$ cat src/design/codec_cfg_regs.vh
`ifndef CODEC_CFG_REGS_VH
`define CODEC_CFG_REGS_VH

// Register addresses within the 5-bit address field
`define ADDR_SAMPLE_PHASE_OFFSET   5'h03
`define ADDR_GAIN_SELECT           5'h04
`define ADDR_ANALOG_CONFIGURATION  5'h05
`define ADDR_DIGITAL_CONFIGURATION 5'h06
`define ADDR_DELAYED_SYNC_SPACING  5'h07
`define ADDR_SYNC_PULSE_COUNT      5'h08

// Reset values
`define RST_SAMPLE_PHASE_OFFSET    8'h00
`define RST_GAIN_SELECT            8'h05
`define RST_ANALOG_CONFIGURATION   8'h01
`define RST_DIGITAL_CONFIGURATION  8'h00
`define RST_DELAYED_SYNC_SPACING   8'h00
`define RST_SYNC_PULSE_COUNT       8'h01
`define RST_INPUT_SOURCE           2'h1

// Command word layout (bit positions in the 16-bit word)
`define CMD_WIDTH                  5'h10
`define CMD_HEADER_BITS            5'h08
`define CMD_RW_BIT                 13
`define CMD_ADDR_MSB               12
`define CMD_ADDR_LSB               8
`define CMD_DATA_MSB               7
`define CMD_DATA_LSB               0

// Gain select fields
`define GAIN_MON_MSB               5
`define GAIN_MON_LSB               4
`define GAIN_IN_MSB                3
`define GAIN_IN_LSB                2
`define GAIN_OUT_MSB               1
`define GAIN_OUT_LSB               0

// Analog configuration fields
`define ANA_NIBBLE_MSB             3
`define ANA_HPF_BYPASS_BIT         2
`define ANA_SRC_MSB                1
`define ANA_SRC_LSB                0

// Digital configuration fields
`define DIG_SOFT_RESET_BIT         1
`define DIG_POWER_DOWN_BIT         0

// Gain codes
`define GAIN_CODE_SQUELCH          2'h0
`define GAIN_CODE_UNITY            2'h1
`define GAIN_CODE_STEP1            2'h2
`define GAIN_CODE_STEP2            2'h3

// Gains in decibels, signed six bits
`define DB_ZERO                    6'h00
`define DB_MON_STEP1               6'h38
`define DB_MON_STEP2               6'h2e
`define DB_IN_STEP1                6'h06
`define DB_IN_STEP2                6'h0c
`define DB_OUT_STEP1               6'h3a
`define DB_OUT_STEP2               6'h34

`endif

$ cat src/design/sync_2ff.v
// Two-flop synchroniser for a level from outside the clock domain
module sync_2ff (
  input  wire i_ref_clk,
  input  wire i_rst,
  input  wire i_async,
  output wire o_sync
);

  reg meta_q;  // First stage, read only by the second
  reg sync_q;  // Second stage, safe to use

  // Plain two-stage chain
  always @(posedge i_ref_clk or posedge i_rst) begin
    if (i_rst) begin
      meta_q <= 1'b0;
      sync_q <= 1'b0;
    end else begin
      meta_q <= i_async;
      sync_q <= meta_q;
    end
  end

  assign o_sync = sync_q;

endmodule

$ cat src/design/cfg_byte_reg.v
// One 8-bit configuration register with a reset value and soft clear
module cfg_byte_reg #(
  parameter [7:0] RESET_VALUE = 8'h00
) (
  input  wire       i_ref_clk,
  input  wire       i_rst,
  input  wire       i_clear,
  input  wire       i_write,
  input  wire [7:0] i_wdata,
  output wire [7:0] o_value
);

  reg [7:0] value_q;  // Stored byte

  // Soft clear takes priority so a reset command cannot be half-applied
  always @(posedge i_ref_clk or posedge i_rst) begin
    if (i_rst) begin
      value_q <= RESET_VALUE;
    end else if (i_clear) begin
      value_q <= RESET_VALUE;
    end else if (i_write) begin
      value_q <= i_wdata;
    end
  end

  assign o_value = value_q;

endmodule

$ cat src/design/codec_config_registers.v
`include "codec_cfg_regs.vh"

// Notes on behaviour
// - Addresses 3 to 8 select the six registers
// - Phase offset is signed master-clock period count
// - Phase offset resets to zero
// - Gain fields: monitor 5..4, input 3..2, output 1..0
// - Monitor gain: squelch, 0, -8, -18 dB
// - Input gain: squelch, 0, 6, 12 dB
// - Output gain: squelch, 0, -6, -12 dB
// - Gain select resets to five
// - Analog bits 1..0 choose the input source
// - Filter bit resets zero; one bypasses filter
// - Analog low nibble resets to 0001
// - Analog read repeats low nibble in high nibble
// - Digital configuration resets to all zeros
// - Delayed sync spacing in shift clocks, at least 18; no floor is enforced, any value is stored
// - Delayed sync spacing resets to zero
// - Sync count sets frame syncs per period
// - Sync count resets to one
// - Digital bit 0 selects software power-down
// - Command takes effect on sixteenth falling shift edge
// - Read returns eight zeros then register byte
module codec_config_registers (
  input  wire       i_ref_clk,
  input  wire       i_rst,
  input  wire       i_shift_clk,
  input  wire       i_data_in,
  input  wire       i_frame_sync_n,
  output reg        o_data_out,
  output wire [7:0] o_sample_phase_offset,
  output wire [1:0] o_monitor_gain_code,
  output wire [1:0] o_input_gain_code,
  output wire [1:0] o_output_gain_code,
  output reg  [5:0] o_monitor_gain_db,
  output reg        o_monitor_squelch,
  output reg  [5:0] o_input_gain_db,
  output reg        o_input_squelch,
  output reg  [5:0] o_output_gain_db,
  output reg        o_output_squelch,
  output reg  [1:0] o_input_source,
  output reg        o_hpf_bypass,
  output reg        o_soft_power_down,
  output reg        o_soft_reset,
  output wire [7:0] o_delayed_sync_spacing,
  output wire [7:0] o_sync_pulse_count
);

  // Synchronised link signals
  wire       sclk_s;          // Shift clock after two flops
  wire       din_s;           // Serial data after two flops
  wire       fs_n_s;          // Frame sync after two flops

  // Edge detection history
  reg        sclk_prev_q;     // Shift clock one cycle back
  reg        fs_n_prev_q;     // Frame sync one cycle back

  // Serial receive state
  reg [15:0] rx_shift_q;      // Incoming command, first bit ends at top
  reg [4:0]  bit_cnt_q;       // Falling edges seen this frame
  reg        in_frame_q;      // A command frame is being received
  reg [7:0]  tx_shift_q;      // Outgoing read data
  reg        write_q;         // One-cycle write strobe
  reg [4:0]  wr_addr_q;       // Address for the strobe
  reg [7:0]  wr_data_q;       // Data for the strobe

  // Register file outputs
  wire [7:0] phase_val;
  wire [7:0] gain_val;
  wire [7:0] analog_val;
  wire [7:0] digital_val;
  wire [7:0] spacing_val;
  wire [7:0] count_val;

  // Decoded strobes
  wire       sclk_fall;
  wire       sclk_rise;
  wire       fs_start;
  wire [15:0] rx_next;
  wire       we_phase;
  wire       we_gain;
  wire       we_analog;
  wire       we_digital;
  wire       we_spacing;
  wire       we_count;
  reg  [7:0] read_data;

  // Every link pin passes two flops before any logic reads it
  sync_2ff u_sync_sclk (
    .i_ref_clk (i_ref_clk),
    .i_rst     (i_rst),
    .i_async   (i_shift_clk),
    .o_sync    (sclk_s)
  );

  sync_2ff u_sync_din (
    .i_ref_clk (i_ref_clk),
    .i_rst     (i_rst),
    .i_async   (i_data_in),
    .o_sync    (din_s)
  );

  sync_2ff u_sync_fs (
    .i_ref_clk (i_ref_clk),
    .i_rst     (i_rst),
    .i_async   (i_frame_sync_n),
    .o_sync    (fs_n_s)
  );

  // Edge history, taken from synchronised copies only
  // Reset levels match the synchroniser outputs, which reset low; an idle-high
  // frame sync then rises through the chain instead of faking a start edge
  always @(posedge i_ref_clk or posedge i_rst) begin
    if (i_rst) begin
      sclk_prev_q <= 1'b0;
      fs_n_prev_q <= 1'b0;
    end else begin
      sclk_prev_q <= sclk_s;
      fs_n_prev_q <= fs_n_s;
    end
  end

  // Edge strobes last one cycle each
  assign sclk_fall = sclk_prev_q & ~sclk_s;
  assign sclk_rise = ~sclk_prev_q & sclk_s;
  assign fs_start  = fs_n_prev_q & ~fs_n_s;
  assign rx_next   = {rx_shift_q[14:0], din_s};

  // Read mux; unmapped addresses read zero
  // Used when the header is complete, so the address still sits in the
  // low five bits of the incoming word
  always @* begin
    case (rx_next[`CMD_ADDR_MSB - `CMD_ADDR_LSB:0])
      `ADDR_SAMPLE_PHASE_OFFSET:   read_data = phase_val;
      `ADDR_GAIN_SELECT:           read_data = gain_val;
      `ADDR_ANALOG_CONFIGURATION:  read_data = {analog_val[`ANA_NIBBLE_MSB:0],
                                                analog_val[`ANA_NIBBLE_MSB:0]};
      `ADDR_DIGITAL_CONFIGURATION: read_data = digital_val;
      `ADDR_DELAYED_SYNC_SPACING:  read_data = spacing_val;
      `ADDR_SYNC_PULSE_COUNT:      read_data = count_val;
      default:                     read_data = 8'h00;
    endcase
  end

  // Receive: sample data on each falling shift edge
  always @(posedge i_ref_clk or posedge i_rst) begin
    if (i_rst) begin
      rx_shift_q <= 16'h0000;
      bit_cnt_q  <= 5'h00;
      in_frame_q <= 1'b0;
      write_q    <= 1'b0;
      wr_addr_q  <= 5'h00;
      wr_data_q  <= 8'h00;
      tx_shift_q <= 8'h00;
    end else begin
      // Strobe defaults low; set only on the sixteenth falling edge
      write_q <= 1'b0;
      if (fs_start) begin
        // New frame restarts the count; a short frame is simply dropped
        bit_cnt_q  <= 5'h00;
        in_frame_q <= 1'b1;
        tx_shift_q <= 8'h00;
      end else if (in_frame_q && sclk_fall) begin
        rx_shift_q <= rx_next;
        bit_cnt_q  <= bit_cnt_q + 5'h01;
        // Header complete: load the byte to return, or zeros on write
        if (bit_cnt_q + 5'h01 == `CMD_HEADER_BITS) begin
          // Write frames return zeros for the whole word
          tx_shift_q <= 8'h00;
          if (rx_next[`CMD_RW_BIT - `CMD_ADDR_LSB]) begin
            // Snapshot here so nothing later in the frame can tear the byte
            tx_shift_q <= read_data;
          end
        end
        // Sixteenth falling edge latches a write
        if (bit_cnt_q + 5'h01 == `CMD_WIDTH) begin
          in_frame_q <= 1'b0;
          // Read frames leave every register untouched
          write_q    <= ~rx_next[`CMD_RW_BIT];
          wr_addr_q  <= rx_next[`CMD_ADDR_MSB:`CMD_ADDR_LSB];
          wr_data_q  <= rx_next[`CMD_DATA_MSB:`CMD_DATA_LSB];
        end
      end else if (in_frame_q && sclk_rise && bit_cnt_q >= `CMD_HEADER_BITS) begin
        // Rising edges after the header move the next read bit up
        tx_shift_q <= {tx_shift_q[6:0], 1'b0};
      end
    end
  end

  // Serial out: zeros during the header, then read byte MSB first
  // Changes only on rising shift edges and frame start, so the host sees a settled bit when
  // it samples before the following falling edge
  always @(posedge i_ref_clk or posedge i_rst) begin
    if (i_rst) begin
      o_data_out <= 1'b0;
    end else if (fs_start) begin
      o_data_out <= 1'b0;
    end else if (in_frame_q && sclk_rise) begin
      o_data_out <= (bit_cnt_q >= `CMD_HEADER_BITS) ? tx_shift_q[7] : 1'b0;
    end
  end

  // Address decode into per-register write strobes
  // Unmapped addresses match no strobe and are dropped
  assign we_phase   = write_q && wr_addr_q == `ADDR_SAMPLE_PHASE_OFFSET;
  assign we_gain    = write_q && wr_addr_q == `ADDR_GAIN_SELECT;
  assign we_analog  = write_q && wr_addr_q == `ADDR_ANALOG_CONFIGURATION;
  assign we_digital = write_q && wr_addr_q == `ADDR_DIGITAL_CONFIGURATION;
  assign we_spacing = write_q && wr_addr_q == `ADDR_DELAYED_SYNC_SPACING;
  assign we_count   = write_q && wr_addr_q == `ADDR_SYNC_PULSE_COUNT;

  // Signed offset, held raw for the sampling timer
  cfg_byte_reg #(.RESET_VALUE(`RST_SAMPLE_PHASE_OFFSET)) u_phase (
    .i_ref_clk (i_ref_clk),
    .i_rst     (i_rst),
    .i_clear   (o_soft_reset),
    .i_write   (we_phase),
    .i_wdata   (wr_data_q),
    .o_value   (phase_val)
  );

  // Gain codes; decoded to decibels further down
  cfg_byte_reg #(.RESET_VALUE(`RST_GAIN_SELECT)) u_gain (
    .i_ref_clk (i_ref_clk),
    .i_rst     (i_rst),
    .i_clear   (o_soft_reset),
    .i_write   (we_gain),
    .i_wdata   (wr_data_q),
    .o_value   (gain_val)
  );

  // Reserved bits are stored as written; host keeps them zero
  cfg_byte_reg #(.RESET_VALUE(`RST_ANALOG_CONFIGURATION)) u_analog (
    .i_ref_clk (i_ref_clk),
    .i_rst     (i_rst),
    .i_clear   (o_soft_reset),
    .i_write   (we_analog),
    .i_wdata   (wr_data_q),
    .o_value   (analog_val)
  );

  // Soft reset bit is never stored, so it always reads back zero
  cfg_byte_reg #(.RESET_VALUE(`RST_DIGITAL_CONFIGURATION)) u_digital (
    .i_ref_clk (i_ref_clk),
    .i_rst     (i_rst),
    .i_clear   (o_soft_reset),
    .i_write   (we_digital),
    .i_wdata   (wr_data_q & ~(8'h01 << `DIG_SOFT_RESET_BIT)),
    .o_value   (digital_val)
  );

  // No floor enforced; values under 18 are the host's fault
  cfg_byte_reg #(.RESET_VALUE(`RST_DELAYED_SYNC_SPACING)) u_spacing (
    .i_ref_clk (i_ref_clk),
    .i_rst     (i_rst),
    .i_clear   (o_soft_reset),
    .i_write   (we_spacing),
    .i_wdata   (wr_data_q),
    .o_value   (spacing_val)
  );

  // Frame syncs per conversion period, slaves plus one
  cfg_byte_reg #(.RESET_VALUE(`RST_SYNC_PULSE_COUNT)) u_count (
    .i_ref_clk (i_ref_clk),
    .i_rst     (i_rst),
    .i_clear   (o_soft_reset),
    .i_write   (we_count),
    .i_wdata   (wr_data_q),
    .o_value   (count_val)
  );

  // Register values and gain fields go straight out of their flops
  assign o_sample_phase_offset  = phase_val;
  assign o_monitor_gain_code    = gain_val[`GAIN_MON_MSB:`GAIN_MON_LSB];
  assign o_input_gain_code      = gain_val[`GAIN_IN_MSB:`GAIN_IN_LSB];
  assign o_output_gain_code     = gain_val[`GAIN_OUT_MSB:`GAIN_OUT_LSB];
  assign o_delayed_sync_spacing = spacing_val;
  assign o_sync_pulse_count     = count_val;

  // Soft reset pulse: one cycle after the write, clears all six registers
  // Registered so the clear never meets the write of the same byte; the
  // bit itself is masked out of the store
  always @(posedge i_ref_clk or posedge i_rst) begin
    if (i_rst) begin
      o_soft_reset <= 1'b0;
    end else begin
      o_soft_reset <= we_digital & wr_data_q[`DIG_SOFT_RESET_BIT];
    end
  end

  // Registered control decode for the analog side
  // One cycle behind the registers, like the decibel outputs
  always @(posedge i_ref_clk or posedge i_rst) begin
    if (i_rst) begin
      o_input_source    <= `RST_INPUT_SOURCE;
      o_hpf_bypass      <= 1'b0;
      o_soft_power_down <= 1'b0;
    end else begin
      o_input_source    <= analog_val[`ANA_SRC_MSB:`ANA_SRC_LSB];
      o_hpf_bypass      <= analog_val[`ANA_HPF_BYPASS_BIT];
      o_soft_power_down <= digital_val[`DIG_POWER_DOWN_BIT];
    end
  end

  // Gain decode to signed decibels plus squelch flags
  // Squelch codes read 0 dB; the flag carries the mute
  always @(posedge i_ref_clk or posedge i_rst) begin
    if (i_rst) begin
      o_monitor_gain_db <= `DB_ZERO;
      o_monitor_squelch <= 1'b1;
      o_input_gain_db   <= `DB_ZERO;
      o_input_squelch   <= 1'b0;
      o_output_gain_db  <= `DB_ZERO;
      o_output_squelch  <= 1'b0;
    end else begin
      o_monitor_squelch <= o_monitor_gain_code == `GAIN_CODE_SQUELCH;
      o_input_squelch   <= o_input_gain_code == `GAIN_CODE_SQUELCH;
      o_output_squelch  <= o_output_gain_code == `GAIN_CODE_SQUELCH;
      // Monitor steps attenuate
      case (o_monitor_gain_code)
        `GAIN_CODE_STEP1: o_monitor_gain_db <= `DB_MON_STEP1;
        `GAIN_CODE_STEP2: o_monitor_gain_db <= `DB_MON_STEP2;
        default:          o_monitor_gain_db <= `DB_ZERO;
      endcase
      // Input steps amplify
      case (o_input_gain_code)
        `GAIN_CODE_STEP1: o_input_gain_db <= `DB_IN_STEP1;
        `GAIN_CODE_STEP2: o_input_gain_db <= `DB_IN_STEP2;
        default:          o_input_gain_db <= `DB_ZERO;
      endcase
      // Output steps attenuate
      case (o_output_gain_code)
        `GAIN_CODE_STEP1: o_output_gain_db <= `DB_OUT_STEP1;
        `GAIN_CODE_STEP2: o_output_gain_db <= `DB_OUT_STEP2;
        default:          o_output_gain_db <= `DB_ZERO;
      endcase
    end
  end

endmodule

$ cat config.mk
export PLATFORM = sky130hd
export DESIGN_NAME = codec_config_registers
export DESIGN_NICKNAME = d
export VERILOG_FILES = /design/src/design/sync_2ff.v /design/src/design/cfg_byte_reg.v /design/src/design/codec_config_registers.v
export VERILOG_INCLUDE_DIRS = /design/src /design/src/design
export SDC_FILE = /design/constraint.sdc
export NUM_CORES = 1
export LEC_CHECK = 0
export ABC_CLOCK_PERIOD_IN_PS = 6400
export BUFFER_PORTS_ARGS = -buffer_cell sky130_fd_sc_hd__buf_4
export CAP_MARGIN = 10
export CORE_UTILIZATION = 35
export DETAILED_ROUTE_END_ITERATION = 10
export SETUP_SLACK_MARGIN = 0.02
export SYNTH_ARGS = -nofsm -noshare
export SYNTH_HDL_FRONTEND = slang
export SYNTH_SLANG_ARGS = --single-unit
$ cat constraint.sdc
create_clock -name i_ref_clk -period 6.4 [get_ports i_ref_clk]
set_clock_uncertainty 0.05 [all_clocks]
set_input_delay 0.32 -clock i_ref_clk [delete_from_list [all_inputs] [get_ports i_ref_clk]]
set_output_delay 0.32 -clock i_ref_clk [all_outputs]
set_load 0.005 [all_outputs]
After elaboration in Yosys (flattened, before gate mapping)
Cells that the tools add are included.
{"block": "op_classes", "addsub": 1, "order_cmp": 1, "eq_ne": 21, "n_mux": 32, "bitwise": 9, "reduce_logical": 26}
{"operator": "$mux W8", "count": 15}
{"operator": "$pmux W8 S6", "count": 1}
{"operator": "$eq A5 B3 Y1 const B", "count": 8}
{"operator": "$pmux W6 S2", "count": 2}
{"operator": "$reduce_bool A2 Y1", "count": 9}
{"operator": "$eq A5 B4 Y1 const B", "count": 3}
{"operator": "$eq A2 B2 Y1 const B", "count": 6}
{"operator": "$eq A5 B2 Y1 const B", "count": 2}
{"operator": "$mux W5", "count": 2}
{"operator": "$logic_and A1 B1 Y1", "count": 9}
{"operator": "$mux W1", "count": 9}
{"operator": "$mux W4", "count": 2}
{"operator": "$pmux W4 S2", "count": 1}
{"operator": "$logic_not A2 Y1", "count": 3}
{"operator": "$reduce_and A2 Y1", "count": 3}
{"operator": "$add A5 B1 Y5 const B", "count": 1}
{"operator": "$eq A5 B5 Y1 const B", "count": 1}
{"operator": "$ge A5 B4 Y1 const B", "count": 1}
{"operator": "$not A1 Y1", "count": 5}
{"operator": "$and A1 B1 Y1", "count": 4}
{"operator": "$ne A3 B2 Y1 const B", "count": 1}
{"operator": "$reduce_and A3 Y1", "count": 1}
{"operator": "$reduce_bool A3 Y1", "count": 1}
{"block": "word_totals", "regBits": 120, "output_inout_bits": 57, "word_cells": 122}

Depth between registers and ports, before layout
{"block": "depth", "ltp_word": 7, "ltp_mapped": 7, "ltp_nobuf": 6}

Cells and area by module
Synthesis repeated with hierarchy kept, for this count alone.
{"block": "unflattened", "cells_unflattened": 440, "area_unflattened_um2": 5233.8}
{"mod": "codec_config_registers", "n_inst": 1, "cells_per_inst": 269, "area_per_inst_um2": 3078.0, "seq_area_each_um2": 1529.0}
{"mod": "cfg_byte_reg (u_digital ...)", "n_inst": 3, "cells_per_inst": 27, "area_per_inst_um2": 329.1, "seq_area_each_um2": 200.2}
{"mod": "cfg_byte_reg (u_analog ...)", "n_inst": 2, "cells_per_inst": 27, "area_per_inst_um2": 334.1, "seq_area_each_um2": 201.4}
{"mod": "cfg_byte_reg (u_gain)", "n_inst": 1, "cells_per_inst": 27, "area_per_inst_um2": 339.1, "seq_area_each_um2": 202.7}
{"mod": "sync_2ff", "n_inst": 3, "cells_per_inst": 3, "area_per_inst_um2": 53.8, "seq_area_each_um2": 50.0}

Least setup slack after synthesis
Ideal clock, no wire load.
{"block": "synth_path", "kind": "register to register", "from": "register bit_cnt_q[0]", "to": "register tx_shift_q[0]", "setup_time_ps": 125, "t_arrival_ps": 1833, "setup_slack_ps": 4392, "path_stages_with_launch": 8, "n_path_buf": 1, "path_cell_list": "dfrtp_1 ha_1 and2_1 a21boi_1 o2111ai_1 and3_1 buf_6 mux2_2"}
{"block": "synth_via", "elab_chain_cells": 4, "word_cells_on_any_way": 7, "cone_classes": "add/sub (1); order compare (1); eq/ne (2); reduce/logical (3)"}
{"element": "start, declared", "line": "codec_config_registers.v:60", "rtl": "reg [4:0] bit_cnt_q;"}
{"element": "start signal, assigned", "line": "codec_config_registers.v:165", "rtl": "bit_cnt_q <= bit_cnt_q + 5'h01;"}
{"element": "$add A5 B1 Y5 / $ge A5 B4 Y1 (equally long branches)"}
{"element": "$eq A5 B4 Y1 (no line) / $logic_and A1 B1 Y1 (equally long branches)"}
{"element": "$ne A3 B2 Y1 (no line) / $reduce_bool A3 Y1 (equally long branches)"}
{"element": "$reduce_and A2 Y1 (no line) (*)"}
{"element": "end signal, assigned", "line": "codec_config_registers.v:172", "rtl": "tx_shift_q <= read_data;"}
{"element": "end signal, assigned", "line": "codec_config_registers.v:185", "rtl": "tx_shift_q <= {tx_shift_q[6:0], 1'b0};"}
{"element": "end, declared", "line": "codec_config_registers.v:62", "rtl": "reg [7:0] tx_shift_q;"}
Mark *: on every way between the ends. The rest lies on a longest branch, timed or not.
A chain may end at the register's enable or synchronous reset.

Worst setup path in the final report
{"block": "layout_path", "from": "register fs_n_prev_q", "to": "register wr_data_q[1]"}
{"block": "layout_via", "elab_chain_cells": 3}
{"element": "start, declared", "line": "codec_config_registers.v:56", "rtl": "reg fs_n_prev_q;"}
{"element": "start signal, assigned", "line": "codec_config_registers.v:119", "rtl": "fs_n_prev_q <= fs_n_s;"}
{"element": "$and A1 B1 Y1", "line": "codec_config_registers.v:126", "rtl": "assign fs_start = fs_n_prev_q & ~fs_n_s;"}
{"element": "$not A1 Y1 (no line)"}
{"element": "$reduce_and A3 Y1 (no line)"}
{"element": "end signal, assigned", "line": "codec_config_registers.v:181", "rtl": "wr_data_q <= rx_next[`CMD_DATA_MSB:`CMD_DATA_LSB];"}
{"element": "end, declared", "line": "codec_config_registers.v:65", "rtl": "reg [7:0] wr_data_q;"}
No other way between the ends.

==> impl_metrics.py <==
metrics = {
    "floorplan": {
        "dieArea_um2": 14560,
        "core_area_um2": 13510,
        "row_count": 42,
        "die-width_um": 120.7,
        "pin_count": 62,
        "die_h_um": 120.7,
        "start_util_pct": 36.49,
    },
    "setup_path": {
        "reg2reg_depth": 5,
        "crit_cells": 5,
        "start_kind": "flip-flop",
        "path_cells": "nor2b_1, nor2_4, nand2_1, nor3_2, mux2_2",
        "r2r-start": "fs_n_prev_q",
        "r2r_end": "wr_data_q[1]",
        "critPathBufInv": 0,
        "required_ps": 6580,
        "worstSetupPathType": "flip-flop to flip-flop",
        "r2r_slack_ps": 3780,
        "cpLargestDelayFamily": "simple AND/OR/NAND/NOR gates",
        "cp.arrival_ps": 2800,
        "cp_max_fo": 15,
        "critPathCaptureType": "flip-flop",
        "cp_slowest_cell": "nor3_2",
        "max_stage_delay_ps": 820,
    },
    "yosys": {
        "async_flop_share_pct": 100.0,
        "syn-cell-area_um2": 4928,
        "synth-warning-count": 0,
        "synthFlopType": "dfrtp_1",
        "synth_area_per_cell_um2": 12.11,
        "ys_seq_area_share_pct": 56.00,
        "synth_top_cells_by_count": "dfrtp_1 (104), nor2_1 (61), mux2i_1 (41), mux2_2 (29), nand2_1 (21)",
        "ys_types": 59,
        "synth_area_leaders": "dfrtp_1 (53%), mux2i_1 (8.3%), mux2_2 (6.6%)",
        "synth.top_cell.area_share_pct": 52.81,
        "synth_edf_count": 0,
        "synth-seq-cells": 110,
        "synth_cells": 407,
        "yosysMostFrequentCell": "dfrtp_1",
        "synth_top_area_cell": "dfrtp_1",
    },
    "finish": {
        "regArea_um2": 2760,
        "fin_util_pct": 42.18,
        "multi_input_comb_area_um2": 1941,
        "antennaDiodeCount": 0,
        "nets": 451,
        "fill_cells": 1281,
        "drive_gt1_share_pct": 28.51,
        "syn_to_final_growth_pct": 15.59,
    },
    "grt": {
        "grt_usage_pct": 15.88,
        "grt_max_degree": 86,
        "grt_pass1_wl_um": 17640,
        "antenna_found_initial": 0,
        "grt_pass1_vias": 3180,
        "overflow": 0,
    },
    "status": {
        "status": "finished clean",
    },
    "cts": {
        "insertion_delay_ps": 350,
        "root_buffer": "clkbuf_16",
        "cts_buffers": 9,
        "clock-sinks": 110,
        "post_cts_buffers": 0,
        "clock_path_buffers": 2,
        "h-tree-depth": 3,
        "cts_tree": "built",
        "clk_pin_slew_worst_paths_ps": 70,
    },
    "routing": {
        "firstDrtPassIters": 4,
        "drt_wl_total_um": 10870,
        "ant_nets": 0,
        "drc_errors": 0,
        "viasPerCell": 5.226,
        "wl_per_cell_um": 17.40,
        "vias": 3266,
        "drtIter0Drc": 174,
    },
    "hold_path": {
        "hold_path_class": "input pin to flip-flop",
        "min_to": "u_sync_din.meta_q",
        "min_path_cells": 1,
        "min-delay-start": "i_data_in",
    },
    "sta": {
        "setup_viol": 0,
        "period_needed_ps": 2619,
        "slew_headroom_pct": 28.37,
        "finalMaxSlewViolations": 0,
        "finalWorstSetupSlack_ps": 3781,
        "period_share_pct": 40.93,
        "tightest_slew_ps": 1069,
        "fmaxAchievable_mhz": 381.8,
        "hold_violations": 0,
        "fin_setup_tns_ps": 0,
        "rsz0062_at_grt": "false",
    },
    "pwr": {
        "power_uw": 1478,
        "seq_power_share_pct": 53.6,
        "p_leak_uw": 0.002814,
        "internal_power_uw": 1104,
        "clkPwrFrac_pct": 38.7,
        "max-vdd-ir-drop_mv": 0.1306,
        "p_sw_share_pct": 25.32,
        "p_per_area_nw_per_um2": 259.5,
        "power_frac_comb_pct": 7.7,
        "p_sw_uw": 374.3,
    },
    "placed_design": {
        "routabilityCongestion": 0.8061,
        "io_buffer_count": 56,
        "place_hpwl_um": 7638,
        "place_ws_ps": 3773,
    },
    "job": {
        "maxCapViolations": 0,
    },
}
worst max path at each step:
stage,start,endpoint,slack (ps)
final,fs_n_prev_q,wr_data_q[1],3780
after global routing,fs_n_prev_q,wr_addr_q[3],3560
after CTS,fs_n_prev_q,wr_data_q[1],3750
after detailed placement,fs_n_prev_q,wr_data_q[1],3770
after global placement,fs_n_prev_q,wr_data_q[5],3760
after floorplan,i_rst,bit_cnt_q[0],3140
logic make-up (layout without fill, tap and decap cells):
| group | Yosys count | count (layout) | share of synthesized area, % |
|---|---|---|---|
| DFF | 110 | 110 | 56.00 |
| xor gates and xnor gates | 5 | 5 | 1.041 |
| and+or+nand+nor | 128 | 128 | 14.01 |
| buffers and inverters | 42 | 80 | 4.925 |
| AOI/OAI and AO/OA | 46 | 46 | 7.337 |
| adders and majority gates | 2 | 2 | 0.5077 |
| muxes | 73 | 73 | 16.10 |
| other | 1 | 5 | 0.07609 |
power groups by stage:
stage	registers (uW)	clock network, uW	logic, uW
floorplan	774	0	111
global placement	801	0	113
detailed placement	805	0	116
CTS	791	587	117
global route	799	609	126
finish	792	572	114
state kept, by name, indices dropped and copies added (netlist names), 2 cells and up:
name / count
rx_shift_q: 13
u_count.o_value: 8
u_phase.o_value: 8
wr_addr_q: 5
o_input_gain_db: 3
wr_data_q: 8
o_output_gain_db: 3
u_gain.o_value: 8
o_input_source: 2
o_monitor_gain_db: 3
u_analog.o_value: 4
bit_cnt_q: 5
tx_shift_q: 8
u_digital.o_value: 7
u_spacing.o_value: 8
cells in the final DEF (no fill, tap or decap), types with 4 or more instances in the layout:
| cell type | n |
|---|---|
| a21oi_1 | 9 |
| and2_1 | 5 |
| mux2i_1 | 41 |
| nor2b_1 | 5 |
| a32oi_1 | 4 |
| dfrtp_1 | 104 |
| inv_1 | 4 |
| clkbuf_16 | 9 |
| nand4_1 | 4 |
| nand2_1 | 21 |
| nand3b_1 | 4 |
| a22oi_1 | 6 |
| a22o_1 | 4 |
| dfstp_2 | 6 |
| conb_1 | 5 |
| a211o_1 | 4 |
| buf_4 | 58 |
| and3_1 | 5 |
| mux2_2 | 29 |
| nor2_1 | 61 |
layer usage:
| layer | share of wire (%) | vias up | GRT usage (%) |
|---|---|---|---|
| met5 | 0 | - | 0 |
| li1 | - | 1485 | - |
| met2 | 46 | 103 | 23.85 |
| met3 | 4.8 | 20 | 2.925 |
| met1 | 46 | 1658 | 22.14 |
| met4 | 3.1 | 0 | 7.485 |
stage by stage:
stage          std cells  hold slack, ps  instance area (um^2)
2_1_floorplan        411           281.2                  4943
3_3_place_gp         608           260.8                  5378
3_5_place_dp         608           267.2                  5378
4_1_cts              625           13.19                  5697
5_1_grt              625           14.96                  5697
6_report             625           26.24                  5697
what timing repair did:
action                                 in CTS  in global routing
hold buffers                                1                  0
endpoints found under the hold margin      21                  0
resized for setup                           0                  0
layout make-up:
type,count,share of cell area [%]
sequential,110,48.45
inverter,5,0.3734
clock inverter,6,1.230
multi-input combinational,259,34.07
clock buffer,10,4.195
timing repair buffer,59,7.819
tap,176,3.866
Note: power is estimated with default switching activity, not from simulation.
